**src/pkg/gdc_pkg.sv**
```systemverilog
// gdc_pkg: constants and types for the gamma reference serial slave
// assumes: one 100 MHz clock, synchronous active-high reset
package gdc_pkg;
    localparam logic [7:0] CTRL_ADDR = 8'h08;
    localparam logic [7:0] CTRL_RESET = 8'h00;
    localparam int CTRL_TARGET_BIT = 7;
    localparam logic [7:0] CHAN_LAST_ADDR = 8'h07;
    localparam logic [7:0] CHAN_RESET = 8'h80;
    localparam logic [5:0] SLAVE_ADDR_HI = 6'h3A;
    localparam logic [7:0] READ_FILL = 8'h00;
    localparam int NV_WRITE_NS = 10000;
    localparam int CLK_PERIOD_NS = 10;
    localparam int NV_WRITE_CYCLES = NV_WRITE_NS / CLK_PERIOD_NS;
    localparam int NV_CNT_W = 16;

    typedef enum logic [4:0] {
        GDC_IDLE = 5'b00001,
        GDC_RECV = 5'b00010,
        GDC_ACK = 5'b00100,
        GDC_SEND = 5'b01000,
        GDC_MACK = 5'b10000
    } gdc_state_e;

    typedef struct packed {
        logic scl;
        logic sda;
    } gdc_bus_s;
endpackage

```
**src/core/gdc_i2c_slave.sv**
```systemverilog
// gdc_i2c_slave: two-wire slave with eight channels and control register
// assumes: scl/sda from pins, far slower than clk_in; sda is open drain
//
// Operation
// - control register at 08h, zero after every reset.
// - control bit 7 selects working-only writes; bits 6..0 reserved.
// - sda falling while scl high is a start; slave detects it.
// - sda rising while scl high is a stop; transaction ends.
// - repeated start restarts the transfer like a plain start.
// - incoming bits are sampled on scl rising edge.
// - outgoing bits change after scl falling edge.
// - ninth bit of every byte is acknowledge, low means ack.
// - written bytes received msb first, then slave acknowledges.
// - read bytes sent msb first; master nack ends, slave releases sda.
// - first byte holds 7-bit address and read/write flag in bit 0.
// - one address bit follows the strap pin.
// - flag 0 is write, 1 is read; E8h/E9h with strap low.
// - address mismatch means ignore everything until next start.
// - byte after address byte in a write is the memory address.
// - channel reads always return working storage.
// - channel values reach outputs after stop; nv write then if bit 7 low.
// - write address counter wraps within its 4-byte page.
// - while nv programming runs, own address is not acknowledged.
`timescale 1ns/100ps
`default_nettype none
module gdc_i2c_slave (
    // clock and reset
    input wire logic clk_in,
    input wire logic srst_in,
    // serial pins
    input wire logic scl_in,
    input wire logic sda_in,
    output logic sda_oe_n_out,
    // strap
    input wire logic addr_strap_pin_in,
    // channel outputs and nv port
    output logic [63:0] channel_out,
    output logic nv_busy_out,
    output logic nv_write_out,
    output logic [63:0] nv_data_out,
    output logic [7:0] write_target_control_out
);
    localparam int NV_CNT_W_L = gdc_pkg::NV_CNT_W;
    gdc_pkg::gdc_bus_s meta_q, sync_q, prev_q;
    gdc_pkg::gdc_state_e state_q;
    logic [7:0] shift_q, mem_addr_q, ctrl_q, tx_q;
    logic [3:0] bit_cnt_q;
    logic [1:0] byte_idx_q;
    logic [1:0] strap_q;
    logic rw_q, matched_q, ack_ok_q, dirty_q;
    logic [7:0] work_q [8];
    logic [NV_CNT_W_L-1:0] nv_cnt_q;
    logic scl_rise, scl_fall, start_det, stop_det;
    logic [7:0] rx_byte;
    logic [6:0] own_addr;

    function automatic logic [7:0] page_next(input logic [7:0] a);
        page_next = {a[7:2], a[1:0] + 2'b01};
    endfunction

    function automatic logic [7:0] read_value(input logic [7:0] a,
                                              input logic [7:0] c);
        if (a <= gdc_pkg::CHAN_LAST_ADDR)
            read_value = 8'h00;
        else if (a == gdc_pkg::CTRL_ADDR)
            read_value = c & 8'h80;
        else
            read_value = gdc_pkg::READ_FILL;
    endfunction

    // pins pass two flops before any logic reads them
    always_ff @(posedge clk_in) begin
        if (srst_in) begin
            meta_q <= '{scl: 1'b1, sda: 1'b1};
            sync_q <= '{scl: 1'b1, sda: 1'b1};
            prev_q <= '{scl: 1'b1, sda: 1'b1};
            strap_q <= 2'b00;
        end else begin
            meta_q <= '{scl: scl_in, sda: sda_in};
            sync_q <= meta_q;
            prev_q <= sync_q;
            strap_q <= {strap_q[0], addr_strap_pin_in};
        end
    end

    assign scl_rise = sync_q.scl & ~prev_q.scl;
    assign scl_fall = ~sync_q.scl & prev_q.scl;
    assign start_det = prev_q.scl & sync_q.scl & prev_q.sda & ~sync_q.sda;
    assign stop_det = prev_q.scl & sync_q.scl & ~prev_q.sda & sync_q.sda;
    assign rx_byte = {shift_q[6:0], sync_q.sda};
    assign own_addr = {gdc_pkg::SLAVE_ADDR_HI, 1'b0} | {6'h00, strap_q[1]};

    // bit and byte sequencing
    always_ff @(posedge clk_in) begin
        if (srst_in) begin
            state_q <= gdc_pkg::GDC_IDLE;
            bit_cnt_q <= 4'h0;
            byte_idx_q <= 2'd0;
            shift_q <= 8'h00;
            rw_q <= 1'b0;
            matched_q <= 1'b0;
            ack_ok_q <= 1'b0;
            tx_q <= 8'h00;
        end else if (start_det) begin
            state_q <= gdc_pkg::GDC_RECV;
            bit_cnt_q <= 4'h0;
            byte_idx_q <= 2'd0;
            matched_q <= 1'b0;
        end else if (stop_det) begin
            state_q <= gdc_pkg::GDC_IDLE;
            matched_q <= 1'b0;
        end else begin
            unique case (state_q)
                gdc_pkg::GDC_IDLE: ;
                gdc_pkg::GDC_RECV: begin
                    if (scl_rise) begin
                        shift_q <= rx_byte;
                        bit_cnt_q <= bit_cnt_q + 4'h1;
                    end else if (scl_fall && bit_cnt_q == 4'h8) begin
                        bit_cnt_q <= 4'h0;
                        if (byte_idx_q == 2'd0) begin
                            ack_ok_q <= shift_q[7:1] == own_addr && !nv_busy_out;
                            matched_q <= shift_q[7:1] == own_addr && !nv_busy_out;
                            rw_q <= shift_q[0];
                            state_q <= (shift_q[7:1] == own_addr && !nv_busy_out)
                                ? gdc_pkg::GDC_ACK : gdc_pkg::GDC_IDLE;
                        end else begin
                            ack_ok_q <= 1'b1;
                            state_q <= gdc_pkg::GDC_ACK;
                        end
                    end
                end
                gdc_pkg::GDC_ACK: begin
                    if (scl_fall) begin
                        bit_cnt_q <= 4'h0;
                        if (byte_idx_q != 2'd2)
                            byte_idx_q <= byte_idx_q + 2'd1;
                        if (rw_q) begin
                            tx_q <= read_value(mem_addr_q, ctrl_q);
                            state_q <= gdc_pkg::GDC_SEND;
                        end else begin
                            state_q <= gdc_pkg::GDC_RECV;
                        end
                    end
                end
                gdc_pkg::GDC_SEND: begin
                    if (scl_fall) begin
                        bit_cnt_q <= bit_cnt_q + 4'h1;
                        tx_q <= {tx_q[6:0], 1'b0};
                        if (bit_cnt_q == 4'h7)
                            state_q <= gdc_pkg::GDC_MACK;
                    end
                end
                gdc_pkg::GDC_MACK: begin
                    if (scl_rise)
                        ack_ok_q <= ~sync_q.sda;
                    else if (scl_fall) begin
                        bit_cnt_q <= 4'h0;
                        tx_q <= read_value(mem_addr_q, ctrl_q);
                        state_q <= ack_ok_q ? gdc_pkg::GDC_SEND
                                            : gdc_pkg::GDC_IDLE;
                    end
                end
                default: state_q <= gdc_pkg::GDC_IDLE;
            endcase
        end
    end

    // address counter, storage and control register
    always_ff @(posedge clk_in) begin
        if (srst_in) begin
            mem_addr_q <= 8'h00;
            ctrl_q <= gdc_pkg::CTRL_RESET;
            dirty_q <= 1'b0;
            for (int i = 0; i < 8; i++) begin
                work_q[i] <= gdc_pkg::CHAN_RESET;
            end
        end else if (state_q == gdc_pkg::GDC_RECV && scl_fall && bit_cnt_q == 4'h8
                     && byte_idx_q != 2'd0) begin
            if (byte_idx_q == 2'd1) begin
                mem_addr_q <= shift_q;
            end else begin
                if (mem_addr_q <= gdc_pkg::CHAN_LAST_ADDR) begin
                    work_q[mem_addr_q[2:0]] <= shift_q;
                    dirty_q <= 1'b1;
                end else if (mem_addr_q == gdc_pkg::CTRL_ADDR) begin
                    ctrl_q <= shift_q & 8'h80;
                end
                mem_addr_q <= page_next(mem_addr_q);
            end
        end else if (state_q == gdc_pkg::GDC_SEND && scl_fall && bit_cnt_q == 4'h7) begin
            mem_addr_q <= mem_addr_q + 8'h01;
        end else if (stop_det) begin
            dirty_q <= 1'b0;
        end
    end

    // outgoing read data needs working storage, patched in here
    logic [7:0] tx_bit_src;
    assign tx_bit_src = (mem_addr_q <= gdc_pkg::CHAN_LAST_ADDR)
        ? work_q[mem_addr_q[2:0]] : read_value(mem_addr_q, ctrl_q);
    logic tx_chan_q;
    always_ff @(posedge clk_in) begin
        if (srst_in)
            tx_chan_q <= 1'b0;
        else if ((state_q == gdc_pkg::GDC_ACK || state_q == gdc_pkg::GDC_MACK) && scl_fall)
            tx_chan_q <= (mem_addr_q <= gdc_pkg::CHAN_LAST_ADDR);
        else if (state_q == gdc_pkg::GDC_IDLE)
            tx_chan_q <= 1'b0;
    end
    logic [7:0] tx_work_q;
    always_ff @(posedge clk_in) begin
        if (srst_in)
            tx_work_q <= 8'h00;
        else if ((state_q == gdc_pkg::GDC_ACK || state_q == gdc_pkg::GDC_MACK) && scl_fall)
            tx_work_q <= tx_bit_src;
        else if (state_q == gdc_pkg::GDC_SEND && scl_fall)
            tx_work_q <= {tx_work_q[6:0], 1'b0};
    end

    // sda: low enable means driving low
    always_ff @(posedge clk_in) begin
        if (srst_in)
            sda_oe_n_out <= 1'b1;
        else if (start_det || stop_det)
            sda_oe_n_out <= 1'b1;
        else if (scl_fall) begin
            if (state_q == gdc_pkg::GDC_RECV && bit_cnt_q == 4'h8)
                sda_oe_n_out <= !((byte_idx_q != 2'd0 && matched_q)
                    || (shift_q[7:1] == own_addr && !nv_busy_out));
            else if (state_q == gdc_pkg::GDC_ACK && rw_q)
                sda_oe_n_out <= tx_bit_src[7];
            else if (state_q == gdc_pkg::GDC_SEND && bit_cnt_q != 4'h7)
                sda_oe_n_out <= tx_chan_q ? tx_work_q[6] : tx_q[6];
            else if (state_q == gdc_pkg::GDC_MACK && ack_ok_q)
                sda_oe_n_out <= tx_bit_src[7];
            else
                sda_oe_n_out <= 1'b1;
        end
    end

    // output update and nv programming after stop
    always_ff @(posedge clk_in) begin
        if (srst_in) begin
            channel_out <= {8{gdc_pkg::CHAN_RESET}};
            nv_data_out <= {8{gdc_pkg::CHAN_RESET}};
            nv_write_out <= 1'b0;
            nv_busy_out <= 1'b0;
            nv_cnt_q <= '0;
        end else begin
            nv_write_out <= 1'b0;
            if (stop_det && dirty_q) begin
                for (int i = 0; i < 8; i++) begin
                    channel_out[i*8 +: 8] <= work_q[i];
                end
                if (!ctrl_q[gdc_pkg::CTRL_TARGET_BIT]) begin
                    for (int i = 0; i < 8; i++) begin
                        nv_data_out[i*8 +: 8] <= work_q[i];
                    end
                    nv_write_out <= 1'b1;
                    nv_busy_out <= 1'b1;
                    nv_cnt_q <= NV_CNT_W_L'(gdc_pkg::NV_WRITE_CYCLES - 1);
                end
            end else if (nv_busy_out) begin
                if (nv_cnt_q == '0)
                    nv_busy_out <= 1'b0;
                else
                    nv_cnt_q <= nv_cnt_q - 1'b1;
            end
        end
    end

    always_ff @(posedge clk_in) begin
        if (srst_in)
            write_target_control_out <= gdc_pkg::CTRL_RESET;
        else
            write_target_control_out <= ctrl_q;
    end

    // master nack releases the line within one falling edge
    property p_nack_release;
        @(posedge clk_in) disable iff (srst_in)
        (state_q == gdc_pkg::GDC_MACK && !ack_ok_q && scl_fall) |=> sda_oe_n_out;
    endproperty
    a_nack_release: assert property (p_nack_release) else $error("sda held after nack");

    property p_stop_idle;
        @(posedge clk_in) disable iff (srst_in)
        stop_det && !start_det |=> state_q == gdc_pkg::GDC_IDLE && sda_oe_n_out;
    endproperty
    a_stop_idle: assert property (p_stop_idle) else $error("stop not honoured");

    property p_start_recv;
        @(posedge clk_in) disable iff (srst_in)
        start_det |=> state_q == gdc_pkg::GDC_RECV && bit_cnt_q == 4'h0;
    endproperty
    a_start_recv: assert property (p_start_recv) else $error("start missed");

    property p_reserved_zero;
        @(posedge clk_in) disable iff (srst_in)
        ctrl_q[6:0] == 7'h00;
    endproperty
    a_reserved_zero: assert property (p_reserved_zero) else $error("reserved bits set");

    property p_idle_silent;
        @(posedge clk_in) disable iff (srst_in)
        state_q == gdc_pkg::GDC_IDLE ##1 state_q == gdc_pkg::GDC_IDLE |-> sda_oe_n_out;
    endproperty
    a_idle_silent: assert property (p_idle_silent) else $error("driving while idle");

    property p_sram_only;
        @(posedge clk_in) disable iff (srst_in)
        stop_det && ctrl_q[7] |=> !nv_write_out;
    endproperty
    a_sram_only: assert property (p_sram_only) else $error("nv write in mode 1");

    property p_busy_noack;
        @(posedge clk_in) disable iff (srst_in)
        (nv_busy_out && state_q == gdc_pkg::GDC_RECV && byte_idx_q == 2'd0
         && bit_cnt_q == 4'h8 && scl_fall) |=> sda_oe_n_out;
    endproperty
    a_busy_noack: assert property (p_busy_noack) else $error("acked while busy");

    property p_page_wrap;
        @(posedge clk_in) disable iff (srst_in)
        (state_q == gdc_pkg::GDC_RECV && scl_fall && bit_cnt_q == 4'h8 && byte_idx_q == 2'd2)
        |=> mem_addr_q[7:2] == $past(mem_addr_q[7:2]);
    endproperty
    a_page_wrap: assert property (p_page_wrap) else $error("left page");
endmodule
`default_nettype wire

```
**config.mk**
```make
export PLATFORM = sky130hd
export DESIGN_NAME = gdc_i2c_slave
export DESIGN_NICKNAME = d
export VERILOG_FILES = /design/src/pkg/gdc_pkg.sv /design/src/core/gdc_i2c_slave.sv
export SDC_FILE = /design/constraint.sdc
export NUM_CORES = 1
export LEC_CHECK = 0
export BUFFER_PORTS_ARGS = -buffer_cell sky130_fd_sc_hd__clkbuf_2
export CORE_ASPECT_RATIO = 0.7
export CORE_MARGIN = 5
export CORE_UTILIZATION = 52
export DETAILED_ROUTE_END_ITERATION = 16
export PLACE_DENSITY = 0.81
export SETUP_SLACK_MARGIN = 0.15
export SLEW_MARGIN = 15
export SYNTH_ARGS = -nofsm -noshare
export SYNTH_HDL_FRONTEND = slang
export SYNTH_SLANG_ARGS = --single-unit
export TNS_END_PERCENT = 50
```
**constraint.sdc**
```tcl
create_clock -name clk_in -period 2.1 [get_ports clk_in]
set_clock_uncertainty 0.05 [all_clocks]
set_input_delay 0.105 -clock clk_in [delete_from_list [all_inputs] [get_ports clk_in]]
set_output_delay 0.105 -clock clk_in [all_outputs]
set_load 0.03 [all_outputs]
```
==> flow_metrics.tcl <==
set metrics [dict create \
    status "finished with violations" \
    violations "negative setup slack" \
    wirelength_um 31400 \
    layout_worst_path_cycle_share_pct 102 \
    wl_per_cell_um 19.0 \
    maxSlewViolCount 0 \
    io_buffers 136 \
    synth_area_leaders "dfxtp_1, edfxtp_1, nand2_1, a21oi_1, and2_1" \
    start_util_pct 53.0 \
    area_delta_synth_final_pct 24.9 \
    startpoint_type "register" \
    avgSynthCellArea_um2 9.33 \
    netlist_instances 1179 \
    place_congestion 0.936 \
    clkTransAtPathRegs_ns 0.07 \
    fin_ws_ns -0.0516 \
    synth.most_common_cell "nand2_1" \
    r2r_cells 7 \
    numCtsBuffers 24 \
    reg2reg_slack_ns -0.05 \
    cp.required_ns 2.28 \
    synthAdderAreaFrac_pct 1.02 \
    ys_seq_elements 260 \
    via_per_inst 5.78 \
    grtUsageMet2_pct 36.4 \
    die_h_um 132 \
    synth_edf_count 64 \
    hold_violations 0 \
    busiest_layer "met2" \
    synth_cell_types 74 \
    fillers 1548 \
    maxSlewHeadroom_pct 55.0 \
    rr_endpoint "work_q[0][3]$_SDFFCE_PN0P_" \
    clock.fmax_mhz 465 \
    io_pins 144 \
    vias 9563 \
    min-delay-start "sda_in" \
    leakage_nw 5.32 \
    grt_max_degree 116 \
    drt_iter0_markers 877 \
    clock_latency_ns 0.53 \
    async_flop_share_pct 0 \
    grt_pass1_wl_um 48400 \
    drive_gt1_share_pct 28.4 \
    grt_pass1_vias 8805 \
    setup_viol 37 \
    cts_root_buf "clkbuf_16" \
    syn-cell-area_um2 11000 \
    clockBufferDepth 3 \
    arrival_ns 2.33 \
    std_cell_rows 44 \
    maxCapViolations 0 \
    grt_setup_unrepaired "yes" \
    ys_warn_count 0 \
    die_w_um 184 \
    dp.final_hpwl_um 21000 \
    drtAntennaViolNets 0 \
    min_path_cells 3 \
    synth.area.mux_share_pct 5.22 \
    grt_usage_pct 24.4 \
    endpoint_kind "register" \
    antenna_found_initial 1 \
    core_um2 20800 \
    place_ws_ns -0.0683 \
    finalCriticalPeriod_ns 2.15 \
    criticalPathCategory "reg -> reg" \
    fin_nets 1374 \
    tritoncts "built" \
    grtUsageMet1_pct 35.4 \
    synth_top_family_by_area "simple AND/OR/NAND/NOR gates" \
    peakVddDrop_uv 544 \
    worstReg2RegStart "mem_addr_q[4]$_SDFFE_PP0P_" \
    synth_compound_gate_area_share_pct 11.3 \
    clock_sinks 260 \
    grt_util_met3_pct 6.91 \
    ys_seq_area_share_pct 53.2 \
    drc 0 \
    ys.flop_type "dfxtp_1" \
    synth-simple-area-share_pct 23.7 \
    cts-htree-levels 1 \
    grt_overflow 0 \
    synthTopCellsByCount "nand2_1, dfxtp_1, a21oi_1" \
    synth_top_cell_by_area "dfxtp_1" \
    die_area_um2 24200 \
    powerDensity_nw_per_um2 713 \
    path_max_fanout 8 \
    fin_total_pwr_mw 9.79 \
    setup_tns_ns -0.830 \
    synth_xor_area_share_pct 1.19 \
    hold_class "in -> reg" \
    holdPathEnd "meta_q[0]$_SDFF_PP1_" \
    worst_slew_pin_slew_ns 0.674 \
    firstDrtPassIters 5 \
    synth_top_area_share_pct 35.7 \
]
==> timing repair <==
item,in CTS,in global routing
setup endpoints to repair,160,200
pin swaps,36,31
setup buffers,6,14
gates resized for setup,74,29
hold endpoints to repair,10,0
hold buffers,4,0
==> worst max path at each step <==
stage	from	to	slack, ns	cells after the start
2_1_floorplan	mem_addr_q[4]$_SDFFE_PP0P_	work_q[0][0]$_SDFFCE_PN0P_	-0.13	5
3_3_place_gp	byte_idx_q[0]$_SDFFE_PP0P_	work_q[4][2]$_SDFFCE_PN0P_	-0.009	7
3_5_place_dp	byte_idx_q[0]$_SDFFE_PP0P_	work_q[4][0]$_SDFFCE_PN0P_	-0.07	7
4_1_cts	mem_addr_q[4]$_SDFFE_PP0P_	work_q[4][7]$_SDFFCE_PN1P_	-0.03	6
5_1_grt	state_q[3]$_SDFFE_PP0P_	bit_cnt_q[0]$_SDFFE_PP0P_	-0.14	6
6_report	mem_addr_q[4]$_SDFFE_PP0P_	work_q[0][3]$_SDFFCE_PN0P_	-0.05	7
==> power by group <==
part	internal, mW	switching, mW
Combinational	0.0968	0.164
Clock	2.42	1.89
Sequential	5.16	0.0588
==> sequential cells by signal (all words and copies together), names as in the netlist, 4 cells and up <==
register,cells
nv_cnt_q,16
bit_cnt_q,4
shift_q,8
nv_data_out,64
state_q,5
work_q,64
tx_work_q,7
mem_addr_q,8
channel_out,64
==> cells by family (layout without fill, tap and decap cells) <==
group	Yosys count	after routing
buffers and inverters	112	305
muxes	37	37
xor gates and xnor gates	15	15
AOI/OAI and AO/OA	216	216
DFF	260	260
other	1	8
and+or+nand+nor	529	529
adders and majority gates	9	9
==> stage by stage <==
step | util [%] | hold WS (ns) | instances | cell area [um^2]
after floorplan | - | 0.159 | 1185 | 11100
after global placement | 59.7 | 0.267 | 1586 | 12400
after detailed placement | 59.7 | 0.264 | 1586 | 12400
after CTS | 65.1 | 0.263 | 1640 | 13500
after global routing | 66.1 | 0.299 | 1654 | 13700
final | 66.1 | 0.264 | 1655 | 13700
==> worst max-delay path, stage by stage, from the launching register on <==
cell and delay, ns:
dfxtp_2 0.32, or4_4 0.55, nor4_4 0.18, buf_4 0.15, nand3b_1 0.08, buf_6 0.16
nor3_4 0.15, or2_4 0.21
==> metal layers <==
metal	wire length [um]	up-vias
met3	3660	82
met2	13900	494
met1	13000	4566
met4	793	2
li1	-	4419
met5	13	-
==> area by class of cell <==
class                           instances  area (um^2)  area share [%]
Multi-Input combinational cell        813         5030            36.7
Sequential cell                       260         5870            42.7
Clock buffer                           31          679            4.95
Clock inverter                         13          100           0.729
Timing Repair Buffer                  241         1630            11.8
Tap cell                              276          345            2.52
Antenna cell                            1         2.50          0.0182
Inverter                               20         75.1           0.547
==> cells in the final DEF (no fill, tap or decap), types with 5 or more instances in the layout <==
cell / count
nand4_1: 10
nand2b_1: 7
dfxtp_2: 11
and2_4: 12
clkinv_2: 8
edfxtp_1: 64
o21ai_0: 10
or3_1: 11
a31oi_1: 7
a211oi_1: 7
conb_1: 7
nand3_1: 8
mux4_2: 16
nor3_1: 11
nand3b_1: 25
clkbuf_16: 26
o211ai_1: 5
nor2_4: 6
or2_4: 8
clkbuf_2: 135
dfxtp_1: 183
nor2_1: 43
or2_2: 7
xor2_1: 11
buf_12: 7
o21ai_1: 6
buf_6: 15
a21oi_1: 144
and2_1: 46
inv_1: 18
buf_4: 80
mux2i_1: 18
ha_1: 8
nand2_1: 277
No activity file was read; power rests on OpenSTA's default activity.
